`src/rtl/fbc_pkg.sv`:
```
// Package for the flyback mode and protection supervisor.
// Assumes a 50 MHz core clock; all millisecond timers share one tick.
package fbc_pkg;
    localparam int unsigned CLK_HZ = 50000000;
    localparam int unsigned TICK_US = 1000;
    localparam int unsigned TICK_CYC = CLK_HZ / 1000000 * TICK_US;
    localparam int unsigned BROWNOUT_MS = 30;
    localparam int unsigned PAUSE_MS = 6;
    localparam int unsigned PAUSE_BURST_MS = 97;
    localparam int unsigned DISCONNECT_MS = 28;
    localparam int unsigned FAULT_FILT_MS = 3;
    localparam int unsigned OVP_PULSES = 4;
    localparam int unsigned OPP_RUN_MS = 200;
    localparam int unsigned OPP_START_MS = 40;
    localparam int unsigned RESTART_MS = 800;
    localparam int unsigned MIN_FREQ_KHZ = 25;
    localparam int unsigned MAX_PERIOD_CYC = CLK_HZ / (MIN_FREQ_KHZ * 1000);
    localparam logic [1:0] LIMIT_100 = 2'h0;
    localparam logic [1:0] LIMIT_150 = 2'h1;

    typedef enum logic [1:0] {
        FBC_MODE_VALLEY = 2'h0,
        FBC_MODE_DCM = 2'h1,
        FBC_MODE_SLOW = 2'h3,
        FBC_MODE_BURST = 2'h2
    } fbc_mode_t;

    typedef enum logic [2:0] {
        FBC_ST_WAIT = 3'h0,
        FBC_ST_RUN = 3'h1,
        FBC_ST_RESTART = 3'h3,
        FBC_ST_LATCH = 3'h2,
        FBC_ST_BROWN = 3'h6
    } fbc_state_t;

    typedef enum logic [1:0] {
        FBC_SEC_INPUT = 2'h0,
        FBC_SEC_OUTPUT = 2'h1,
        FBC_SEC_DEMAG = 2'h3,
        FBC_SEC_VALLEY = 2'h2
    } fbc_section_t;

    // Comparator results from the analogue front end
    typedef struct packed {
        logic above_brownin;
        logic above_mains_high;
        logic below_brownout;
    } fbc_mains_t;

    typedef struct packed {
        logic freq_at_max;
        logic slow_request;
        logic burst_request;
    } fbc_load_t;
endpackage

```
`src/rtl/fbc_supervisor.sv`:
```
// Mode selection, mains supervision and protection sequencing.
// Assumes analogue comparators deliver synchronous level inputs.
`timescale 1ns/1ps
`default_nettype none

// Function
// - One mains sample per millisecond, pin grounded
// - Switch only after mains above brown-in
// - 30 ms continuous low mains: brownout, stop
// - Threshold crossing between samples proves mains
// - Pause sampling 6 ms, 97 ms in burst
// - 28 ms without slope: ground pin continuously
// - Valley mode waits demag then valley
// - Maximum frequency moves valley mode to DISCONTINUOUS_CONDUCTION_MODE
// - Slow oscillator, floor 25 kHz, valleys kept
// - Burst at low power, 25 kHz floor
// - Cycle sections say what winding shows
// - Protection halts switching, restart or latch
// - Regulate supply via mains pin when stopped
// - External fault latches after filter, regulated
// - Overvoltage sampled during secondary stroke
// - Overvoltage confirmed after 4 consecutive pulses
// - Fault delay counts ms ticks in band
// - Upper reference exceeded ends gate pulse
// - Lower reference runs 200 ms overpower timer
// - Startup: 100 percent limit, 40 ms timeout
// - Regulated output: 150 percent, 200 ms timeout
// - Overpower with undervoltage trips at once
// - Mains removal clears latch, shortens restart
// - Safe restart waits 800 ms then rechecks
module fbc_supervisor #(
    parameter int unsigned TICK_CYC = fbc_pkg::TICK_CYC,
    parameter int unsigned PER_W = 12
) (
    // Clock and reset
    input wire logic core_clk_i,
    input wire logic sys_rst_i,
    // Mains sense front end
    input wire fbc_pkg::fbc_mains_t mains_i,
    output logic mains_sense_pin_o,
    output logic mains_sample_o,
    output logic supply_regulate_o,
    // Load and winding sense
    input wire fbc_pkg::fbc_load_t load_i,
    input wire logic demag_i,
    input wire logic valley_i,
    input wire logic overvoltage_protection_i,
    input wire logic [PER_W-1:0] osc_period_i,
    // Current sense comparators
    input wire logic above_cycle_limit_reference_i,
    input wire logic above_overpower_timer_reference_i,
    // Supply and fault inputs
    input wire logic undervoltage_lockout_i,
    input wire logic fb_below_5v_i,
    input wire logic fault_detect_i,
    input wire logic fault_above_power_down_threshold_i,
    input wire logic max_on_time_i,
    // Gate drive and status
    output logic gate_o,
    output fbc_pkg::fbc_mode_t mode_o,
    output fbc_pkg::fbc_state_t state_o,
    output fbc_pkg::fbc_section_t section_o,
    output logic brownout_o,
    output logic mains_present_o,
    output logic ovp_latched_o,
    output logic [1:0] power_limit_o
);
    localparam int unsigned TW = $clog2(TICK_CYC + 1);

    logic [TW-1:0] tick_cnt_q;
    logic tick_q;
    logic [6:0] pause_q;
    logic [4:0] low_cnt_q;
    logic [4:0] slope_cnt_q;
    logic [1:0] prev_q;
    logic disc_q;
    logic [1:0] filt_cnt_q;
    logic [2:0] ovp_cnt_q;
    logic [7:0] opp_cnt_q;
    logic [9:0] rst_cnt_q;
    logic started_q;
    logic [PER_W-1:0] per_cnt_q;
    logic sample_now;
    logic protect_ok;
    logic opp_trip;
    logic mains_gone;
    fbc_pkg::fbc_state_t st_q;
    fbc_pkg::fbc_mode_t mode_q;
    fbc_pkg::fbc_section_t sec_q;

    // Single free-running millisecond tick
    always_ff @(posedge core_clk_i) begin
        if (sys_rst_i) begin
            tick_cnt_q <= '0;
            tick_q <= 1'b0;
        end else if (tick_cnt_q == TW'(TICK_CYC - 1)) begin
            tick_cnt_q <= '0;
            tick_q <= 1'b1;
        end else begin
            tick_cnt_q <= tick_cnt_q + 1'b1;
            tick_q <= 1'b0;
        end
    end

    // Sample on the tick unless the efficiency pause is running
    assign sample_now = tick_q && (pause_q == 7'h00);
    assign mains_gone = disc_q || brownout_o;

    // Pause after mains confirmed; longer pause in burst
    always_ff @(posedge core_clk_i) begin
        if (sys_rst_i) begin
            pause_q <= 7'h00;
        end else if (sample_now && mains_present_o && !disc_q) begin
            pause_q <= (mode_q == fbc_pkg::FBC_MODE_BURST) ?
                7'(fbc_pkg::PAUSE_BURST_MS) : 7'(fbc_pkg::PAUSE_MS);
        end else if (tick_q && pause_q != 7'h00) begin
            pause_q <= pause_q - 1'b1;
        end
    end

    // Slope detection: a crossing between consecutive samples
    always_ff @(posedge core_clk_i) begin
        if (sys_rst_i) begin
            prev_q <= 2'h0;
            mains_present_o <= 1'b0;
            slope_cnt_q <= 5'h00;
            disc_q <= 1'b0;
        end else begin
            if (sample_now) begin
                prev_q <= {mains_i.above_mains_high, mains_i.above_brownin};
            end
            if (sample_now && ((mains_i.above_brownin && !prev_q[0]) ||
                    (mains_i.above_mains_high && !prev_q[1]))) begin
                mains_present_o <= 1'b1;
                slope_cnt_q <= 5'h00;
                disc_q <= 1'b0;
            end else if (tick_q && pause_q == 7'h00) begin
                // Pause time is excluded so a long burst pause is no false loss
                if (slope_cnt_q == 5'(fbc_pkg::DISCONNECT_MS - 1)) begin
                    disc_q <= 1'b1;
                    mains_present_o <= 1'b0;
                end else begin
                    slope_cnt_q <= slope_cnt_q + 1'b1;
                end
            end
        end
    end

    // Brownout: every sample low for 30 ms without break
    always_ff @(posedge core_clk_i) begin
        if (sys_rst_i) begin
            low_cnt_q <= 5'h00;
            brownout_o <= 1'b0;
        end else if (sample_now) begin
            if (!mains_i.below_brownout) begin
                low_cnt_q <= 5'h00;
                if (mains_i.above_brownin) begin
                    brownout_o <= 1'b0;
                end
            end else if (low_cnt_q == 5'(fbc_pkg::BROWNOUT_MS - 1)) begin
                brownout_o <= 1'b1;
            end else begin
                low_cnt_q <= low_cnt_q + 1'b1;
            end
        end
    end

    // Mains pin pulled during samples, held low once disconnected
    always_ff @(posedge core_clk_i) begin
        if (sys_rst_i) begin
            mains_sense_pin_o <= 1'b0;
            mains_sample_o <= 1'b0;
        end else begin
            mains_sample_o <= sample_now;
            mains_sense_pin_o <= sample_now || disc_q;
        end
    end

    // External fault filter, clocked by ms tick in the band, below it by ticks during gate pulses
    assign protect_ok = fault_detect_i;
    always_ff @(posedge core_clk_i) begin
        if (sys_rst_i) begin
            filt_cnt_q <= 2'h0;
        end else if (protect_ok || st_q == fbc_pkg::FBC_ST_LATCH) begin
            filt_cnt_q <= 2'h0;
        end else if (fault_above_power_down_threshold_i ? tick_q :
                (gate_o && tick_q)) begin
            // In the band the tick drives the count; below it pulses gate it
            if (filt_cnt_q != 2'(fbc_pkg::FAULT_FILT_MS)) begin
                filt_cnt_q <= filt_cnt_q + 1'b1;
            end
        end
    end

    // Overvoltage: consecutive pulses sampled in the output section
    always_ff @(posedge core_clk_i) begin
        if (sys_rst_i) begin
            ovp_cnt_q <= 3'h0;
            ovp_latched_o <= 1'b0;
        end else if (mains_gone) begin
            ovp_cnt_q <= 3'h0;
            ovp_latched_o <= 1'b0;
        end else if (sec_q == fbc_pkg::FBC_SEC_OUTPUT && demag_i) begin
            // One decision per secondary stroke, at its start
            if (overvoltage_protection_i) begin
                if (ovp_cnt_q == 3'(fbc_pkg::OVP_PULSES - 1)) begin
                    ovp_latched_o <= 1'b1;
                end else begin
                    ovp_cnt_q <= ovp_cnt_q + 1'b1;
                end
            end else begin
                ovp_cnt_q <= 3'h0;
            end
        end
    end

    // Overpower timer and limit depend on startup phase
    always_ff @(posedge core_clk_i) begin
        if (sys_rst_i) begin
            started_q <= 1'b0;
            opp_cnt_q <= 8'h00;
            power_limit_o <= fbc_pkg::LIMIT_100;
        end else begin
            if (st_q != fbc_pkg::FBC_ST_RUN) begin
                started_q <= 1'b0;
            end else if (fb_below_5v_i) begin
                started_q <= 1'b1;
            end
            power_limit_o <= started_q ? fbc_pkg::LIMIT_150 : fbc_pkg::LIMIT_100;
            if (st_q != fbc_pkg::FBC_ST_RUN || !above_overpower_timer_reference_i) begin
                opp_cnt_q <= 8'h00;
            end else if (tick_q && !opp_trip) begin
                opp_cnt_q <= opp_cnt_q + 1'b1;
            end
        end
    end
    assign opp_trip = started_q ? (opp_cnt_q >= 8'(fbc_pkg::OPP_RUN_MS)) :
        (opp_cnt_q >= 8'(fbc_pkg::OPP_START_MS));

    // Top-level protection state machine
    always_ff @(posedge core_clk_i) begin
        if (sys_rst_i) begin
            st_q <= fbc_pkg::FBC_ST_WAIT;
            rst_cnt_q <= 10'h000;
        end else begin
            case (st_q)
                fbc_pkg::FBC_ST_WAIT: begin
                    if (mains_present_o && !mains_gone && mains_i.above_brownin &&
                            protect_ok && !undervoltage_lockout_i) begin
                        st_q <= fbc_pkg::FBC_ST_RUN;
                    end
                end
                fbc_pkg::FBC_ST_RUN: begin
                    if (mains_gone) begin
                        st_q <= fbc_pkg::FBC_ST_BROWN;
                    end else if (ovp_latched_o ||
                            filt_cnt_q == 2'(fbc_pkg::FAULT_FILT_MS)) begin
                        st_q <= fbc_pkg::FBC_ST_LATCH;
                    end else if (opp_trip || max_on_time_i ||
                            (above_overpower_timer_reference_i && undervoltage_lockout_i)) begin
                        st_q <= fbc_pkg::FBC_ST_RESTART;
                        rst_cnt_q <= 10'h000;
                    end
                end
                fbc_pkg::FBC_ST_RESTART: begin
                    if (mains_gone) begin
                        st_q <= fbc_pkg::FBC_ST_WAIT;
                    end else if (rst_cnt_q == 10'(fbc_pkg::RESTART_MS)) begin
                        st_q <= fbc_pkg::FBC_ST_WAIT;
                    end else if (tick_q) begin
                        rst_cnt_q <= rst_cnt_q + 1'b1;
                    end
                end
                fbc_pkg::FBC_ST_LATCH: begin
                    if (mains_gone) begin
                        st_q <= fbc_pkg::FBC_ST_WAIT;
                    end
                end
                fbc_pkg::FBC_ST_BROWN: begin
                    if (!mains_gone) begin
                        st_q <= fbc_pkg::FBC_ST_WAIT;
                    end
                end
                default: begin
                    st_q <= fbc_pkg::FBC_ST_WAIT;
                end
            endcase
        end
    end

    // Operating mode follows the load requests
    always_ff @(posedge core_clk_i) begin
        if (sys_rst_i) begin
            mode_q <= fbc_pkg::FBC_MODE_VALLEY;
        end else if (load_i.burst_request) begin
            mode_q <= fbc_pkg::FBC_MODE_BURST;
        end else if (load_i.slow_request) begin
            mode_q <= fbc_pkg::FBC_MODE_SLOW;
        end else if (load_i.freq_at_max) begin
            mode_q <= fbc_pkg::FBC_MODE_DCM;
        end else begin
            mode_q <= fbc_pkg::FBC_MODE_VALLEY;
        end
    end

    // Switching cycle sections and gate drive
    always_ff @(posedge core_clk_i) begin
        if (sys_rst_i) begin
            sec_q <= fbc_pkg::FBC_SEC_VALLEY;
            gate_o <= 1'b0;
            per_cnt_q <= '0;
        end else begin
            per_cnt_q <= per_cnt_q + 1'b1;
            case (sec_q)
                fbc_pkg::FBC_SEC_INPUT: begin
                    // Winding shows input voltage while on
                    // Mains loss ends the pulse without waiting for the state change
                    if (above_cycle_limit_reference_i || st_q != fbc_pkg::FBC_ST_RUN ||
                            mains_gone) begin
                        gate_o <= 1'b0;
                        sec_q <= fbc_pkg::FBC_SEC_OUTPUT;
                    end
                end
                fbc_pkg::FBC_SEC_OUTPUT: begin
                    if (demag_i) begin
                        sec_q <= fbc_pkg::FBC_SEC_DEMAG;
                    end
                end
                fbc_pkg::FBC_SEC_DEMAG: begin
                    sec_q <= fbc_pkg::FBC_SEC_VALLEY;
                end
                fbc_pkg::FBC_SEC_VALLEY: begin
                    // Oscillator modes also wait for the set period; the cap keeps 25 kHz
                    if (st_q == fbc_pkg::FBC_ST_RUN && valley_i && !mains_gone &&
                            (mode_q == fbc_pkg::FBC_MODE_VALLEY ||
                             per_cnt_q >= osc_period_i ||
                             per_cnt_q >= PER_W'(fbc_pkg::MAX_PERIOD_CYC))) begin
                        gate_o <= 1'b1;
                        sec_q <= fbc_pkg::FBC_SEC_INPUT;
                        per_cnt_q <= '0;
                    end
                end
                default: begin
                    sec_q <= fbc_pkg::FBC_SEC_VALLEY;
                end
            endcase
        end
    end

    // Supply regulated through mains pin whenever stopped or before start
    always_ff @(posedge core_clk_i) begin
        if (sys_rst_i) begin
            supply_regulate_o <= 1'b1;
        end else begin
            supply_regulate_o <= (st_q != fbc_pkg::FBC_ST_RUN) || !started_q;
        end
    end

    assign mode_o = mode_q;
    assign state_o = st_q;
    assign section_o = sec_q;
endmodule

`default_nettype wire

```
`config.mk`:
```
export PLATFORM = sky130hd
export DESIGN_NAME = fbc_supervisor
export DESIGN_NICKNAME = d
export VERILOG_FILES = /design/src/rtl/fbc_pkg.sv /design/src/rtl/fbc_supervisor.sv
export SDC_FILE = /design/constraint.sdc
export NUM_CORES = 1
export LEC_CHECK = 0
export ABC_AREA = 1
export BUFFER_PORTS_ARGS = -buffer_cell sky130_fd_sc_hd__buf_4
export CAP_MARGIN = 20
export CORE_ASPECT_RATIO = 0.5
export CORE_MARGIN = 3
export CORE_UTILIZATION = 50
export DETAILED_ROUTE_END_ITERATION = 8
export PLACE_DENSITY = 0.8
export SETUP_SLACK_MARGIN = 0.05
export SLEW_MARGIN = 20
export SYNTH_ARGS = -nofsm -noshare
export SYNTH_HDL_FRONTEND = slang
export SYNTH_SLANG_ARGS = --single-unit
export TNS_END_PERCENT = 5
```
`constraint.sdc`:
```
create_clock -name core_clk_i -period 1.85 [get_ports core_clk_i]
set_input_delay 0.37 -clock core_clk_i [delete_from_list [all_inputs] [get_ports core_clk_i]]
set_output_delay 0.37 -clock core_clk_i [all_outputs]
set_load 0.02 [all_outputs]
```
* Word level (Yosys, flattened, before mapping)
Cells that the tools add are included.
Storage, ports and cells: bits in registers 89, output and inout bits 16, word-level logic and storage cells 186
Operators by class: add/sub/neg operators 9, order comparisons 4, equality and inequality tests 33, mux-type cells 45, bitwise logic cells 1, reductions and logical operators 69
Operator list (number):
- 2-to-1 mux 10 bit | 6
- 2-to-1 mux 3 bit | 10
- inequality test 2 bit (second input constant) | 15
- 2-to-1 mux 12 bit | 2
- 2-to-1 mux 7 bit | 3
- one-hot mux 10 bit (2 select lines) | 1
- logical AND 1 bit | 18
- adder 16 x 1 -> 16 bit (second input constant) | 1
- equality test 16 bit (second input constant) | 1
- one-hot mux 3 bit (5 select lines) | 1
- OR reduction 2 bit | 7
- logical OR 1 bit | 13
- 2-to-1 mux 1 bit | 13
- adder 12 x 1 -> 12 bit (second input constant) | 1
- greater-or-equal comparator 12 x 11 -> 1 bit (second input constant) | 1
- greater-or-equal comparator 12 bit | 1
- AND reduction 2 bit | 6
- AND reduction 3 bit | 4
- nonzero test 2 bit | 6
- adder 10 x 1 -> 10 bit (second input constant) | 1
- adder 5 x 1 -> 5 bit (second input constant) | 2
- equality test 10 bit (second input constant) | 1
- equality test 5 bit (second input constant) | 2
- 2-to-1 mux 2 bit | 5
- other kinds (26) | 40

* Depth between registers and ports, before layout
depth in word-level cells 8, mapped depth 16, mapped depth without buffers 16

* Least setup slack after synthesis
Ideal clock, no wire load.
kind input port to flip-flop, start input port osc_period_i[3], end register per_cnt_q[6], setup time 0.056 ns, arrival time 1.629 ns, data required time 1.794 ns, setup slack 0.164 ns, stages 14, path buffers 0, path through inv_1 -> ha_1 -> nand2_1 -> nor2_1 -> nor2_1 -> nand2_1 -> nand2_1 -> nand2_1 -> nand2_1 -> nand2_1 -> nand3_1 -> nand2_1 -> or2_2 -> inv_1
Between the ends: word-level cells in the longest chain between the ends 6
Ends and longest elaborated chain:
- start: declaration | line fbc_supervisor.sv:48 | input wire logic [PER_W-1:0] osc_period_i,
- greater-or-equal comparator 12 bit | line fbc_supervisor.sv:336 | per_cnt_q >= osc_period_i ||
- logical OR 1 bit | line fbc_supervisor.sv:335 | (mode_q == fbc_pkg::FBC_MODE_VALLEY ||
- logical OR 1 bit | line fbc_supervisor.sv:336
- logical AND 1 bit | line fbc_supervisor.sv:334 | if (st_q == fbc_pkg::FBC_ST_RUN && valley_i && !mains_gone &&
- 2-to-1 mux 12 bit | line fbc_supervisor.sv:334
- 2-to-1 mux 12 bit | line fbc_supervisor.sv:314 | case (sec_q)
- end signal: assignment | line fbc_supervisor.sv:313 | per_cnt_q <= per_cnt_q + 1'b1;
- end: declaration | line fbc_supervisor.sv:82 | logic [PER_W-1:0] per_cnt_q;
No other way between the ends. A chain may end at the register's enable or synchronous reset.

* Worst setup path after layout
start register pause_q[0], end register slope_cnt_q[2]
Between the ends: word-level cells in the longest chain between the ends 4, elaborated cells between the ends (all ways) 5
Ends and longest elaborated chain:
- start: declaration | line fbc_supervisor.sv:72 | logic [6:0] pause_q;
- start signal: assignment | line fbc_supervisor.sv:114 | pause_q <= (mode_q == fbc_pkg::FBC_MODE_BURST) ?
- start signal: assignment | line fbc_supervisor.sv:117 | pause_q <= pause_q - 1'b1;
- logical NOT 7 bit (*) | line fbc_supervisor.sv:106, fbc_supervisor.sv:137
- logical AND 1 bit (*) | line fbc_supervisor.sv:106, fbc_supervisor.sv:137
- logical AND 1 bit | line fbc_supervisor.sv:132 | if (sample_now && ((mains_i.above_brownin && !prev_q[0]) ||
- OR reduction 2 bit (no line)
- end signal: assignment | line fbc_supervisor.sv:143 | slope_cnt_q <= slope_cnt_q + 1'b1;
- end: declaration | line fbc_supervisor.sv:74 | logic [4:0] slope_cnt_q;
Mark *: on every way between the ends. The rest lies on a longest branch, timed or not.

==> out/qor.csv <==
stage,metric,value,unit
layout,drive_gt1_share,16.3,%
global_routing,grt_start_max_net_pins,26,
floorplanning,rows,24,
placement,postPlaceCellArea,5180,µm²
route,drc_errors,0,
pwr,swShare,26.8,%
run,maxCapViolCount,0,
layout,final_common_cell,nand2_1,
sta,setup_viol_count_final,0,
pwr,sequentialPowerShare,44.6,%
sta,drv_slew,0,
sta,holdWs,0.198,ns
clock_network,cts.sinks,88,
pwr,ir_drop,0.484,mV
synthesis,synth_nets,718,
pwr,clkPwrFrac,41.0,%
clock_network,clock_path_buffers,2,
global_routing,antenna_found_initial,0,
layout,final_core_util,62.1,%
hold_path,min_to,mode_o[0]$_SDFF_PP0_,
synthesis,synthArstFlopShare,0,%
sta,finClkSkew,0.00568,ns
layout,syn_to_final_growth,18.0,%
clock_network,cts_tree,built,
worst_setup_path,timing.rr.start,pause_q[0]$_SDFFE_PP0P_,
clock_network,clk_pin_slew,0.06,ns
global_routing,grt_overflow,0,
worst_setup_path,crit_fanout,9,
synthesis,synth-warning-count,0,
floorplanning,dieArea,10600,µm²
run_status,outcome,"complete, no violations",
route,vias,4244,
synthesis,syn_area,4680,µm²
floorplanning,die_w,143,µm
synthesis,synth_ff_type,dfxtp_1,
placement,post-place-ws,-0.0317,ns
worst_setup_path,ff2ff_setup_slack,0.15,ns
sta,finalWorstSetupSlack,0.146,ns
synthesis,synth.avg_cell_area,7.06,µm²
clock_network,clk_latency,0.34,ns
layout,fin_area,5520,µm²
placement,dp_cells,824,
sta,max_freq,0.587,GHz
worst_setup_path,rr_worst_depth,10,
placement,port_buffers,44,
sta,finalHoldViolCount,0,
floorplanning,io_pins,46,
route,firstDrtPassIters,5,
worst_setup_path,cp_common_cell,nand2_1,
clock_network,h-tree-depth,3,
sta,rsz0062_at_grt,true,
pwr,power_switching,1.21,mW
worst_setup_path,slowest_stage,dfxtp_1,
route,wirelength,9640,µm
pwr,p_per_area,822,nW/µm²
global_routing,grt_usage,18.9,%
worst_setup_path,crit_chain,inv_1 -> ha_2 -> nand3_2 -> nor2_4 -> nand2_4 -> clkinv_4 -> nand2_1 -> o21a_1 -> nand2_1 -> nor3b_2,
pwr,combPwrFrac,14.4,%
floorplanning,initial_utilization,52.6,%
hold_path,hp-class,primary input to register,
sta,period_share,92.1,%
sta,fin_setup_tns,0,ns
worst_setup_path,worstPathRequired,2.08,ns
placement,globalplace.congestion,0.877,
route,wl_per_cell,11.5,µm
pwr,p_leak,2.42,nW
layout,nFillCells,788,
route,postRouteAntennaNets,0,
clock_network,cts_buffers,9,
worst_setup_path,end_kind,register,
synthesis,synth_edf_count,0,
worst_setup_path,cp-start-kind,register,
placement,dp_hpwl,7220,µm
worst_setup_path,worstReg2RegEnd,slope_cnt_q[2]$_SDFFE_PP0P_,
clock_network,post_cts_buffers,0,
layout,finalNetCount,774,
synthesis,ys_seq_elements,88,
hold_path,min_path_cells,2,
floorplanning,coreArea,8890,µm²
global_routing,grt_pass1_vias,3727,
synthesis,seq_area_frac_synth,37.7,%
synthesis,syn-instance-count,662,
sta,period_needed,1.70,ns
hold_path,hp-start,load_i[0],
floorplanning,die_height,74.4,µm
route,vias_per_cell,5.05,
pwr,power.internal,3.32,mW
worst_setup_path,crit_arrival,1.93,ns
layout,mostFrequentLayoutCells,"130 x nand2_1, 97 x inv_1, 87 x dfxtp_1",
pwr,total_power,4.54,mW
synthesis,ys_types,44,
worst_setup_path,max_stage_delay,0.34,ns
worst_setup_path,worstSetupPathType,register to register,
layout,fin_cells,840,
layout,antennaDiodeCount,0,
clock_network,cts_root_buf,clkbuf_16,
global_routing,grt_pass1_wl,16100,µm
route,drtIter0Drc,270,
## worst max path at each step
stage	startpoint	to	slack, ns	depth (start not counted)
global placement	osc_period_i[3]	per_cnt_q[6]$_SDFF_PP0_	0.04	15
finish	pause_q[0]$_SDFFE_PP0P_	slope_cnt_q[2]$_SDFFE_PP0P_	0.15	10
floorplan	osc_period_i[3]	per_cnt_q[6]$_SDFF_PP0_	0.16	14
global route	tick_cnt_q[0]$_SDFF_PP0_	tick_cnt_q[12]$_SDFF_PP0_	0.0003	11
detailed placement	osc_period_i[3]	per_cnt_q[6]$_SDFF_PP0_	-0.03	15
CTS	per_cnt_q[0]$_SDFF_PP0_	per_cnt_q[6]$_SDFF_PP0_	0.07	14
## cells in the mapped netlist (3+ instances only)
master | number | area, µm²
nor2_1 | 83 | 312
ha_1 | 26 | 325
nand4_1 | 12 | 75.1
xor2_1 | 9 | 78.8
nand3b_1 | 3 | 22.5
nor2_2 | 5 | 31.3
clkbuf_1 | 4 | 15.0
nor3_1 | 18 | 90.1
inv_2 | 8 | 30.0
nand2_1 | 133 | 499
o21ai_0 | 21 | 105
a211oi_1 | 3 | 22.5
nor2_4 | 4 | 45.0
nand3_1 | 33 | 165
o21ai_1 | 4 | 20.0
xnor2_1 | 3 | 26.3
inv_1 | 97 | 364
a21oi_1 | 57 | 285
nand2_2 | 4 | 25.0
dfxtp_1 | 88 | 1760
or2_0 | 6 | 37.5
nor3b_1 | 7 | 52.6
or2_2 | 8 | 50.1
## final cells by class
type	count	area, µm²	area share (%)
Clock buffer	11	253	4.58
Clock inverter	5	55.1	0.998
Inverter	107	407	7.37
Multi-Input combinational cell	461	2510	45.5
Sequential cell	88	1760	31.9
Tap cell	117	146	2.65
Timing Repair Buffer	51	383	6.94
## cell families (layout without fill, tap and decap cells)
group	count (synthesis)	in the layout	share of synthesized area, %
AO/OA/AOI/OAI	96	96	11.4
XOR/XNOR	12	12	2.25
adder cells (fa/ha/maj)	26	26	6.96
buffers and inverters	113	174	9.29
flip-flops	88	88	37.7
other	1	1	0.0802
AND/OR/NAND/NOR	326	326	32.4
## state kept, by name, indices dropped and copies added (netlist names), 2 cells and up
register / flops
prev_q: 2
section_o: 2
mode_o: 2
pause_q: 7
low_cnt_q: 5
filt_cnt_q: 2
state_o: 3
rst_cnt_q: 10
tick_cnt_q: 16
opp_cnt_q: 8
ovp_cnt_q: 3
slope_cnt_q: 5
per_cnt_q: 12
## metal layers
| layer | vias to the layer above | routed length, µm | global-route usage, % |
|---|---|---|---|
| met3 | 12 | 554 | 6.17 |
| li1 | 2229 | - | - |
| met5 | - | 0 | 0 |
| met1 | 1908 | 4520 | 23.2 |
| met4 | 0 | 124 | 5.16 |
| met2 | 95 | 4440 | 32.4 |
## power groups by stage
stage	Sequential, mW	Combinational, mW	Clock (mW)
after global placement	2.07	0.630	0
after CTS	2.02	0.650	1.90
after global routing	2.04	0.734	1.98
final	2.03	0.652	1.86
after floorplan	2.08	0.397	0
after detailed placement	2.07	0.647	0
## worst max-delay path: cells and delay by family (launching register included)
kind | cells | cell delay [ns]
AOI/OAI and AO/OA | 1 | 0.18
and+or+nand+nor | 6 | 0.68
buffers and inverters | 2 | 0.17
adders and majority gates | 1 | 0.21
DFF | 1 | 0.34
## repair_timing
item                                    in CTS  in global routing
hold endpoints to repair                     0                  0
hold buffers                                 0                  0
endpoints found under the setup margin       0                 30
resized for setup                            0                 11
No activity file was read; power rests on OpenSTA's default activity.
